$ cat config.mk
export PLATFORM = sky130hd
export DESIGN_NAME = switch_global_control
export DESIGN_NICKNAME = d
export VERILOG_FILES = /design/src/rtl/swgc_pkg.sv /design/src/rtl/link_sync.sv /design/src/rtl/switch_global_control.sv
export SDC_FILE = /design/constraint.sdc
export NUM_CORES = 1
export LEC_CHECK = 0
export ABC_CLOCK_PERIOD_IN_PS = 3000
export BUFFER_PORTS_ARGS = -buffer_cell sky130_fd_sc_hd__buf_4
export CORE_MARGIN = 4
export CORE_UTILIZATION = 40
export CTS_CLUSTER_DIAMETER = 80
export DETAILED_ROUTE_END_ITERATION = 16
export MAX_ROUTING_LAYER = met4
export PLACE_DENSITY = 0.7
export SYNTH_ARGS = -nofsm -noshare
export SYNTH_HDL_FRONTEND = slang
export SYNTH_SLANG_ARGS = --single-unit
$ cat constraint.sdc
create_clock -name CLK_SYS -period 3 [get_ports CLK_SYS]
set_input_delay 0.15 -clock CLK_SYS [delete_from_list [all_inputs] [get_ports CLK_SYS]]
set_output_delay 0.15 -clock CLK_SYS [all_outputs]
set_load 0.03 [all_outputs]
$ cat src/rtl/swgc_pkg.sv
// shared constants and types of the switch global control block
package swgc_pkg;
   // register offsets on the plain register port
   localparam logic [7:0] ADDR_IDENT = 8'h00;
   localparam logic [7:0] ADDR_CTRL_ONE = 8'h02;
   // identity and run register field positions
   localparam int ID_FAMILY_LSB = 8;
   localparam int ID_CHIP_LSB = 4;
   localparam int ID_REV_LSB = 1;
   localparam int ID_RUN_BIT = 0;
   // control register one field positions
   localparam int CT_PASS_ALL = 15;
   localparam int CT_TX_PAUSE = 13;
   localparam int CT_RX_PAUSE = 12;
   localparam int CT_LEN_CHECK = 11;
   localparam int CT_AGE_EN = 10;
   localparam int CT_FAST_AGE = 9;
   localparam int CT_BACKOFF = 8;
   localparam int CT_PASS_PAUSE = 3;
   localparam int CT_LINK_AGE = 0;
   // values after reset
   localparam logic RUN_RESET = 1'b0;
   localparam logic [15:0] CTRL_ONE_RESET = 16'h3400;
   localparam logic [15:0] RDATA_RESET = 16'h0000;
   // length/type values below this are lengths that can be checked
   localparam logic [15:0] LEN_TYPE_LIMIT = 16'h05dc;
   // timing: printed figures and derived cycle counts
   localparam longint unsigned CLK_HZ = 64'd125_000_000;
   localparam longint unsigned FAST_AGE_US = 64'd800;
   localparam longint unsigned NORMAL_AGE_S = 64'd300;
   localparam longint unsigned NORMAL_AGE_TOL_S = 64'd75;
   localparam longint unsigned FAST_AGE_CYCLES = (FAST_AGE_US * CLK_HZ) / 64'd1_000_000;
   localparam longint unsigned NORMAL_AGE_CYCLES = NORMAL_AGE_S * CLK_HZ;
   localparam int AGE_CNT_W = 36;
   localparam logic [AGE_CNT_W-1:0] AGE_CNT_RESET = 36'h0_0000_0000;
   localparam int LINK_PORTS = 2;
   // aging mode, gray coded
   typedef enum logic [1:0] {
      AGE_NORMAL = 2'b00,
      AGE_FAST_ONCE = 2'b01
   } age_mode_t;
   // complete state of the control block
   typedef struct packed {
      logic run;
      logic [15:0] ctrl;
      logic [15:0] rdata;
      age_mode_t age_mode;
      logic [AGE_CNT_W-1:0] age_cnt;
      logic age_tick;
      logic age_flush;
      logic [LINK_PORTS-1:0] link_prev;
      logic pass_all;
      logic tx_pause_go;
      logic rx_pause_act;
      logic pause_fwd;
      logic frame_drop;
      logic backoff_aggr;
   } ctrl_state_t;
endpackage

$ cat src/rtl/link_sync.sv
// three-stage pin synchroniser with agreement filter for link status
`timescale 1ns/1ps
`default_nettype none
module link_sync #(
   parameter int WIDTH = 2
) (
   input wire logic clk,
   input wire logic reset,
   input wire logic ce,
   input wire logic [WIDTH-1:0] d,
   output logic [WIDTH-1:0] q
);
   // all stages of the synchroniser in one word
   typedef struct packed {
      logic [WIDTH-1:0] s1;
      logic [WIDTH-1:0] s2;
      logic [WIDTH-1:0] s3;
      logic [WIDTH-1:0] filt;
   } sync_state_t;

   sync_state_t st;
   sync_state_t next_st;

   initial begin
      if (WIDTH < 1) begin
         $error("link_sync width must be at least one");
      end
   end

   // s1 feeds only s2; the filter looks at s2 and s3 alone
   always_comb begin
      next_st = st;
      next_st.s1 = d;
      next_st.s2 = st.s1;
      next_st.s3 = st.s2;
      for (int i = 0; i < WIDTH; i++) begin
         // a change counts once the two late stages agree
         if (st.s2[i] == st.s3[i]) begin
            next_st.filt[i] = st.s3[i];
         end
      end
   end

   // register the state, frozen while ce is low
   always_ff @(posedge clk) begin
      if (reset) begin
         st <= '0;
      end else if (ce) begin
         st <= next_st;
      end
   end

   assign q = st.filt;
endmodule
`default_nettype wire

$ cat src/rtl/switch_global_control.sv
// global control, identity and address-aging timer of the two-port switch
//
// Overview of operation
// - identity register shows family, chip, revision fields
// - switching stays off until run bit set
// - pass-all forwards bad frames, sniffer mode only
// - transmit pause enable gates pause generation
// - receive pause enable gates reaction to pause
// - length check drops mismatching short frames
// - address aging runs only while enabled
// - fast age uses 800 microsecond period
// - aggressive back-off select for half duplex
// - pass-through forwards pause frames, else filtered
// - link loss triggers one fast age cycle
// - after fast cycle, return to normal period
// - any link loss flushes all learned addresses
`timescale 1ns/1ps
`default_nettype none
module switch_global_control #(
   parameter longint unsigned FAST_CYCLES = swgc_pkg::FAST_AGE_CYCLES,
   parameter longint unsigned NORMAL_CYCLES = swgc_pkg::NORMAL_AGE_CYCLES,
   // identity values: arbitrary neutral codes
   parameter logic [7:0] FAMILY_CODE = 8'h5a,
   parameter logic [3:0] CHIP_CODE = 4'h3,
   parameter logic [2:0] REV_CODE = 3'h2
) (
   input wire logic CLK_SYS,
   input wire logic RESET,
   input wire logic CE,
   input wire logic [7:0] ADDR,
   input wire logic [15:0] WDATA,
   input wire logic WR,
   input wire logic RD,
   output logic [15:0] RDATA,
   input wire logic [swgc_pkg::LINK_PORTS-1:0] LINK_UP,
   input wire logic SNIFF_MODE,
   input wire logic FRAME_DONE,
   input wire logic [15:0] FRAME_LEN_FIELD,
   input wire logic [15:0] FRAME_BYTES,
   input wire logic PAUSE_TX_REQ,
   input wire logic PAUSE_RX_SEEN,
   output logic SWITCH_RUN,
   output logic PASS_ALL,
   output logic BACKOFF_AGGR,
   output logic TX_PAUSE_GO,
   output logic RX_PAUSE_ACT,
   output logic PAUSE_FWD,
   output logic FRAME_DROP,
   output logic AGE_TICK,
   output logic AGE_FLUSH,
   output logic FAST_AGE_ACTIVE
);
   // terminal counts of the age timer, one below each period
   localparam logic [swgc_pkg::AGE_CNT_W-1:0] FAST_LAST = swgc_pkg::AGE_CNT_W'(FAST_CYCLES - 64'd1);
   localparam logic [swgc_pkg::AGE_CNT_W-1:0] NORMAL_LAST = swgc_pkg::AGE_CNT_W'(NORMAL_CYCLES - 64'd1);

   swgc_pkg::ctrl_state_t st; // registered state
   swgc_pkg::ctrl_state_t next_st; // next state
   logic [swgc_pkg::LINK_PORTS-1:0] link_now; // filtered link status
   logic [swgc_pkg::LINK_PORTS-1:0] link_fall; // per-port link-down edge
   logic any_fall; // some port just lost link
   logic age_active; // timer may advance
   logic fast_period; // fast period selected
   logic [swgc_pkg::AGE_CNT_W-1:0] age_last; // terminal count in use
   logic [15:0] ident_word; // identity and run readback

   // refuse periods the timer cannot count
   initial begin
      if (FAST_CYCLES < 64'd1 || NORMAL_CYCLES < FAST_CYCLES) begin
         $error("age periods must satisfy 1 <= fast <= normal");
      end
      if (NORMAL_CYCLES > (64'd1 << swgc_pkg::AGE_CNT_W)) begin
         $error("normal age period exceeds timer width");
      end
   end

   // link pins come from outside the clock domain
   link_sync #(
      .WIDTH(swgc_pkg::LINK_PORTS)
   ) u_link_sync (
      .clk(CLK_SYS),
      .reset(RESET),
      .ce(CE),
      .d(LINK_UP),
      .q(link_now)
   );

   // link-down edges, seen on the filtered level only
   always_comb begin
      link_fall = st.link_prev & ~link_now;
      any_fall = |link_fall;
   end

   // readback of identity word; run bit is the only writable part
   always_comb begin
      ident_word = 16'h0000;
      ident_word[swgc_pkg::ID_FAMILY_LSB +: 8] = FAMILY_CODE;
      ident_word[swgc_pkg::ID_CHIP_LSB +: 4] = CHIP_CODE;
      ident_word[swgc_pkg::ID_REV_LSB +: 3] = REV_CODE;
      ident_word[swgc_pkg::ID_RUN_BIT] = st.run;
   end

   // age timer period selection
   always_comb begin
      age_active = st.run & st.ctrl[swgc_pkg::CT_AGE_EN];
      fast_period = st.ctrl[swgc_pkg::CT_FAST_AGE] | (st.age_mode == swgc_pkg::AGE_FAST_ONCE);
      age_last = fast_period ? FAST_LAST : NORMAL_LAST;
   end

   // next-state logic: register port, gating of switch functions, age timer
   always_comb begin
      next_st = st;
      next_st.rdata = swgc_pkg::RDATA_RESET;
      next_st.age_tick = 1'b0;
      next_st.age_flush = 1'b0;
      next_st.link_prev = link_now;
      // register writes; reserved control bits are plain storage
      if (WR) begin
         if (ADDR == swgc_pkg::ADDR_IDENT) begin
            next_st.run = WDATA[swgc_pkg::ID_RUN_BIT];
         end else if (ADDR == swgc_pkg::ADDR_CTRL_ONE) begin
            next_st.ctrl = WDATA;
         end
      end
      // register reads answer in the next cycle, unmapped reads give zero
      if (RD) begin
         if (ADDR == swgc_pkg::ADDR_IDENT) begin
            next_st.rdata = ident_word;
         end else if (ADDR == swgc_pkg::ADDR_CTRL_ONE) begin
            next_st.rdata = st.ctrl;
         end
      end
      next_st.pass_all = st.run & st.ctrl[swgc_pkg::CT_PASS_ALL] & SNIFF_MODE;
      next_st.backoff_aggr = st.run & st.ctrl[swgc_pkg::CT_BACKOFF];
      next_st.tx_pause_go = st.run & st.ctrl[swgc_pkg::CT_TX_PAUSE] & PAUSE_TX_REQ;
      next_st.rx_pause_act = st.run & st.ctrl[swgc_pkg::CT_RX_PAUSE] & PAUSE_RX_SEEN;
      next_st.pause_fwd = st.run & st.ctrl[swgc_pkg::CT_PASS_PAUSE] & PAUSE_RX_SEEN;
      next_st.frame_drop = st.run & st.ctrl[swgc_pkg::CT_LEN_CHECK] & FRAME_DONE
         & (FRAME_LEN_FIELD < swgc_pkg::LEN_TYPE_LIMIT) & (FRAME_LEN_FIELD != FRAME_BYTES);
      // flush table on any link loss
      if (any_fall) begin
         next_st.age_flush = 1'b1;
      end
      // age timer: holds its count while aging is off
      if (age_active) begin
         if (st.age_cnt >= age_last) begin
            next_st.age_cnt = swgc_pkg::AGE_CNT_RESET;
            next_st.age_tick = 1'b1;
            next_st.age_mode = swgc_pkg::AGE_NORMAL;
         end else begin
            next_st.age_cnt = st.age_cnt + 36'h0_0000_0001;
         end
      end
      // link loss starts one fast cycle; restarts the count so it is a full short cycle
      if (any_fall && st.ctrl[swgc_pkg::CT_LINK_AGE]) begin
         next_st.age_mode = swgc_pkg::AGE_FAST_ONCE;
         next_st.age_cnt = swgc_pkg::AGE_CNT_RESET;
      end
   end

   // state register, frozen while the clock enable is low
   always_ff @(posedge CLK_SYS) begin
      if (RESET) begin
         st <= '0;
         st.run <= swgc_pkg::RUN_RESET;
         st.ctrl <= swgc_pkg::CTRL_ONE_RESET;
         st.age_mode <= swgc_pkg::AGE_NORMAL;
         st.age_cnt <= swgc_pkg::AGE_CNT_RESET;
      end else if (CE) begin
         st <= next_st;
      end
   end

   // all outputs straight from the state register
   assign RDATA = st.rdata;
   assign SWITCH_RUN = st.run;
   assign PASS_ALL = st.pass_all;
   assign BACKOFF_AGGR = st.backoff_aggr;
   assign TX_PAUSE_GO = st.tx_pause_go;
   assign RX_PAUSE_ACT = st.rx_pause_act;
   assign PAUSE_FWD = st.pause_fwd;
   assign FRAME_DROP = st.frame_drop;
   assign AGE_TICK = st.age_tick;
   assign AGE_FLUSH = st.age_flush;
   assign FAST_AGE_ACTIVE = st.age_mode == swgc_pkg::AGE_FAST_ONCE;

   // identity read returns the fixed codes in the next cycle
   property p_ident_read;
      @(posedge CLK_SYS) disable iff (RESET)
      (CE && RD && ADDR == swgc_pkg::ADDR_IDENT)
         |=> (RDATA[15:1] == {FAMILY_CODE, CHIP_CODE, REV_CODE}) && (RDATA[0] == SWITCH_RUN);
   endproperty
   a_ident_read: assert property (p_ident_read) else $error("identity readback wrong");

   // a run-bit write shows on the run output one cycle later
   property p_run_write;
      @(posedge CLK_SYS) disable iff (RESET)
      (CE && WR && ADDR == swgc_pkg::ADDR_IDENT) |=> (SWITCH_RUN == $past(WDATA[0]));
   endproperty
   a_run_write: assert property (p_run_write) else $error("run bit not taken");

   // no switch function output other than the link-loss flush while stopped
   property p_stopped_quiet;
      @(posedge CLK_SYS) disable iff (RESET)
      (CE && !SWITCH_RUN) |=> !(TX_PAUSE_GO || RX_PAUSE_ACT || FRAME_DROP || PASS_ALL || AGE_TICK
         || PAUSE_FWD || BACKOFF_AGGR);
   endproperty
   a_stopped_quiet: assert property (p_stopped_quiet) else $error("activity while stopped");

   // pass-all never without sniffer mode
   property p_pass_all;
      @(posedge CLK_SYS) disable iff (RESET)
      (CE && !SNIFF_MODE) |=> !PASS_ALL;
   endproperty
   a_pass_all: assert property (p_pass_all) else $error("pass-all without sniffer");

   // transmit pause enable off means no pause generated
   property p_tx_pause;
      @(posedge CLK_SYS) disable iff (RESET)
      (CE && !st.ctrl[swgc_pkg::CT_TX_PAUSE]) |=> !TX_PAUSE_GO;
   endproperty
   a_tx_pause: assert property (p_tx_pause) else $error("pause sent while disabled");

   // receive pause honoured when enabled and running
   property p_rx_pause;
      @(posedge CLK_SYS) disable iff (RESET)
      (CE && SWITCH_RUN && PAUSE_RX_SEEN) |=> (RX_PAUSE_ACT == $past(st.ctrl[swgc_pkg::CT_RX_PAUSE]));
   endproperty
   a_rx_pause: assert property (p_rx_pause) else $error("receive pause gate wrong");

   // a drop only ever follows a checked, short, mismatching frame
   property p_frame_drop;
      @(posedge CLK_SYS) disable iff (RESET)
      $rose(FRAME_DROP) |-> $past(FRAME_DONE && st.ctrl[swgc_pkg::CT_LEN_CHECK]
         && FRAME_LEN_FIELD < swgc_pkg::LEN_TYPE_LIMIT && FRAME_LEN_FIELD != FRAME_BYTES);
   endproperty
   a_frame_drop: assert property (p_frame_drop) else $error("spurious frame drop");

   // with aging disabled and no link loss the timer neither ticks nor moves
   property p_age_off;
      @(posedge CLK_SYS) disable iff (RESET)
      (CE && !st.ctrl[swgc_pkg::CT_AGE_EN] && !any_fall) |=> !AGE_TICK && $stable(st.age_cnt);
   endproperty
   a_age_off: assert property (p_age_off) else $error("aging while disabled");

   // in fast mode the count never passes the fast terminal count
   property p_fast_bound;
      @(posedge CLK_SYS) disable iff (RESET)
      (CE && st.ctrl[swgc_pkg::CT_FAST_AGE] && st.age_cnt <= FAST_LAST) |=> (st.age_cnt <= FAST_LAST);
   endproperty
   a_fast_bound: assert property (p_fast_bound) else $error("fast period overrun");

   // link loss with link-change aging enters the fast cycle
   property p_link_fast;
      @(posedge CLK_SYS) disable iff (RESET)
      (CE && any_fall && st.ctrl[swgc_pkg::CT_LINK_AGE]) |=> FAST_AGE_ACTIVE && st.age_cnt == '0;
   endproperty
   a_link_fast: assert property (p_link_fast) else $error("link loss fast age missed");

   // a tick ends the triggered fast cycle
   property p_back_normal;
      @(posedge CLK_SYS) disable iff (RESET)
      (CE && next_st.age_tick && !any_fall) |=> !FAST_AGE_ACTIVE && AGE_TICK;
   endproperty
   a_back_normal: assert property (p_back_normal) else $error("no return to normal aging");

   // every link loss flushes the table on the next cycle
   property p_flush;
      @(posedge CLK_SYS) disable iff (RESET)
      (CE && any_fall) |=> AGE_FLUSH;
   endproperty
   a_flush: assert property (p_flush) else $error("no flush on link loss");

   // pass-all follows its enable while running in sniffer mode
   property p_pass_all_on;
      @(posedge CLK_SYS) disable iff (RESET)
      (CE && SWITCH_RUN && st.ctrl[swgc_pkg::CT_PASS_ALL] && SNIFF_MODE) |=> PASS_ALL;
   endproperty
   a_pass_all_on: assert property (p_pass_all_on) else $error("pass-all not applied");

   // back-off select mirrors its control bit, only while running
   property p_backoff;
      @(posedge CLK_SYS) disable iff (RESET)
      CE |=> (BACKOFF_AGGR == $past(SWITCH_RUN && st.ctrl[swgc_pkg::CT_BACKOFF]));
   endproperty
   a_backoff: assert property (p_backoff) else $error("back-off select wrong");

   // received pause frames pass only with pass-through set, else filtered
   property p_pause_fwd;
      @(posedge CLK_SYS) disable iff (RESET)
      (CE && PAUSE_RX_SEEN) |=> (PAUSE_FWD == $past(SWITCH_RUN && st.ctrl[swgc_pkg::CT_PASS_PAUSE]));
   endproperty
   a_pause_fwd: assert property (p_pause_fwd) else $error("pause pass-through wrong");

   // read data stand for one cycle only, zero when no read was made
   property p_rdata_idle;
      @(posedge CLK_SYS) disable iff (RESET)
      (CE && !RD) |=> (RDATA == swgc_pkg::RDATA_RESET);
   endproperty
   a_rdata_idle: assert property (p_rdata_idle) else $error("read data outside read cycle");
endmodule
`default_nettype wire

==> summary.txt <==
Antenna diodes = 0
Cell Pwr Density = 431 mW/mm2
CP Buf/Inv Count = 0
Dpl cell area = 0.00545 mm2
Worst path depth = 8
Fin nets = 709
Synth warn = 0
Top cells by area, synth = dfxtp_1 (36%), mux2i_1 (5.2%), nor2_1 (4.7%)
Residual DRC = 0
Share of cells above drive strength 1 = 22.5%
Max-cap viol count = 0
Final core occ = 49.7%
Synth Register Bits = 88
Synth unique cells = 65
Synth Instances = 566
Design area = 0.00577 mm2
Hold Path Cell Cnt = 3
Critical Path AT = 3040 ps
Commonest non-fill, non-tap cell in the layout = buf_4
Register area share after synthesis = 36.4%
Hold crit path type = input port to flip-flop
Synth Flop Type = dfxtp_1
Congestion Overflow GR = 0
Top cell type's share of synthesized area = 36.4%
IO Port Bufs = 92
Post-DP HPWL = 8940 um
Avg Inst Size Synth = 8.56 um2
Fraction of registers with async set/reset = 0%
Detail Route Antenna Nets = 0
Slew Viols, Final = 0
Setup_tns = 0 ps
Leakage = 2.45 nW
CTS Buf Count = 9
DIE HEIGHT = 118 um
Worst endpoint required time = 3250 ps
EDFF count, synth = 0
Final count of hold timing violations = 0
CTS clk-pin slew, worst paths = 70 ps
Initial core utilization = 41.7%
Crit path max fanout = 15
Critical Path End Type = flip-flop
Status = complete, no violations
Achievable Freq = 0.358 GHz
Largest area contributor in the netlist = dfxtp_1
CTS root buf = clkbuf_16
Total track usage = 18.1%
Critical path cell sequence = or2_4 > ha_1 > a2111o_1 > a221o_1 > a41o_1 > o21bai_4 > nand2_4 > o311ai_1
Syn nets = 648
WHS = 35.6 ps
Routed via count = 4434
Worst rel slew slack = 59.8%
Pin count of the biggest net entering global routing = 60
Drt total wl = 12400 um
CTS tree = done
DR vias/cell = 5.72
Core Region = 0.0116 mm2
Final Skew = 8.75 ps
CP startpoint kind = flip-flop
Worst-Skew Late Latency = 350 ps
Die Width = 118 um
RSZ-0062 raised after global routing = no
Tightest Pin Transition = 603 ps
Final Cycle Share = 93.1%
Placer Congestion = 0.864
Initial antenna violation count = 0
CTS Sinks = 88
Number of global-route vias before repair = 4300
Area growth syn-to-layout = 19.2%
Tmin final = 2790 ps
Top delay family on crit path = compound AO/OA/AOI/OAI gates
Drt pass-1 iters = 5
Number of DRC markers in iteration 0 = 393
Top-level I/O count = 93
Mapped Area = 0.00484 mm2
Die area = 0.0139 mm2
Finish-stage setup viols = 0
Longest Clk Path Bufs = 2
# H-tree levels = 3
CP peak stage delay = 410 ps
R2R cell count = 8
# rows = 39
Commonest cells after routing, fill and taps aside = buf_4 (99), dfxtp_1 (88), nor2_1 (60)
Peak VDD IR = 277 uV
Slowest-stage cell, CP = a2111o_1
Crit Path Category = flip-flop to flip-flop
First-pass GRT wire length = 20800 um
Wire per inst = 16.0 um
path summary, 6_finish.rpt:
| check | slack (ps) | from | end |
|---|---|---|---|
| worst max-delay path | 210 | st[46] | st[33] |
| worst min-delay path | 40 | WDATA[8] | st[72] |
| worst max register to register | 210 | st[46] | st[33] |
| worst min register to register | 460 | PASS_ALL | PASS_ALL |
through the flow:
| stage | setup slack, ps | instances | power (mW) |
|---|---|---|---|
| finish | 206 | 775 | 2.49 |
| global route | 57.4 | 775 | 2.57 |
| CTS | 23.4 | 775 | 2.51 |
| detailed placement | 50.6 | 759 | 1.39 |
| global placement | 135 | 759 | 1.38 |
| floorplan | 291 | 566 | 1.29 |
flip-flops by register name, summed over array words and instances, names as in the netlist:
name	cells
st	55
RDATA	16
u_link_sync.next_st	4
u_link_sync.q	2
u_link_sync.st	2
AGE_FLUSH	1
AGE_TICK	1
BACKOFF_AGGR	1
FRAME_DROP	1
PASS_ALL	1
PAUSE_FWD	1
RX_PAUSE_ACT	1
SWITCH_RUN	1
TX_PAUSE_GO	1
worst min-delay path, cell delays in order:
cell,delay (ps)
buf_4,80
mux2i_1,50
nor2_1,70
power breakdown:
group          total, mW  leakage [nW]  internal (mW)  switching, mW
sequential          1.18         0.709           1.17        0.00391
clock               1.13         0.147          0.588          0.539
combinational      0.184          1.60         0.0945         0.0894
Yosys cell counts, types with 6 or more instances:
cell	instances
nor4_1	8
clkbuf_1	20
buf_6	6
o211ai_1	7
a22o_1	6
nor3_1	9
a21oi_1	23
and3_1	7
xor2_1	17
or3_1	6
o21ai_0	18
nand3_1	30
a31oi_1	12
inv_1	11
dfxtp_1	88
buf_4	16
mux2i_1	25
a211o_1	6
nand4_1	21
ha_1	15
nand2_1	54
a22oi_1	12
nor2_1	60
what timing repair did:
item / 4_1_cts / 5_1_grt
endpoints found under the setup margin: 0 / 27
resized for setup: 0 / 6
setup buffers: 0 / 0
hold buffers: 0 / 0
layout make-up:
cell class              instances  area, um2
well taps                     143        179
clock buffers                   9        225
flip-flops and latches         88       1760
clock inverters                 7       73.8
fillers                      1074       5840
repair buffers                102        781
inverters                      11       41.3
multi-input cells             415       2710
cells by family (layout without fill, tap and decap cells):
group	after synthesis	after routing	synth area share, %
compound gates	124	124	18.3
buf+inv	63	129	7.93
xor+xnor	17	17	3.07
mux	27	27	5.63
flops	88	88	36.4
fa+ha+maj	15	15	3.88
simple gates	232	232	24.8
metal layers:
layer	share of wire, %	global-route usage, %
met5	0	-
met4	0.98	3.74
met1	45	23.1
met2	49	30.4
met3	5.3	3.22
Power figures use the tool's default switching activity.
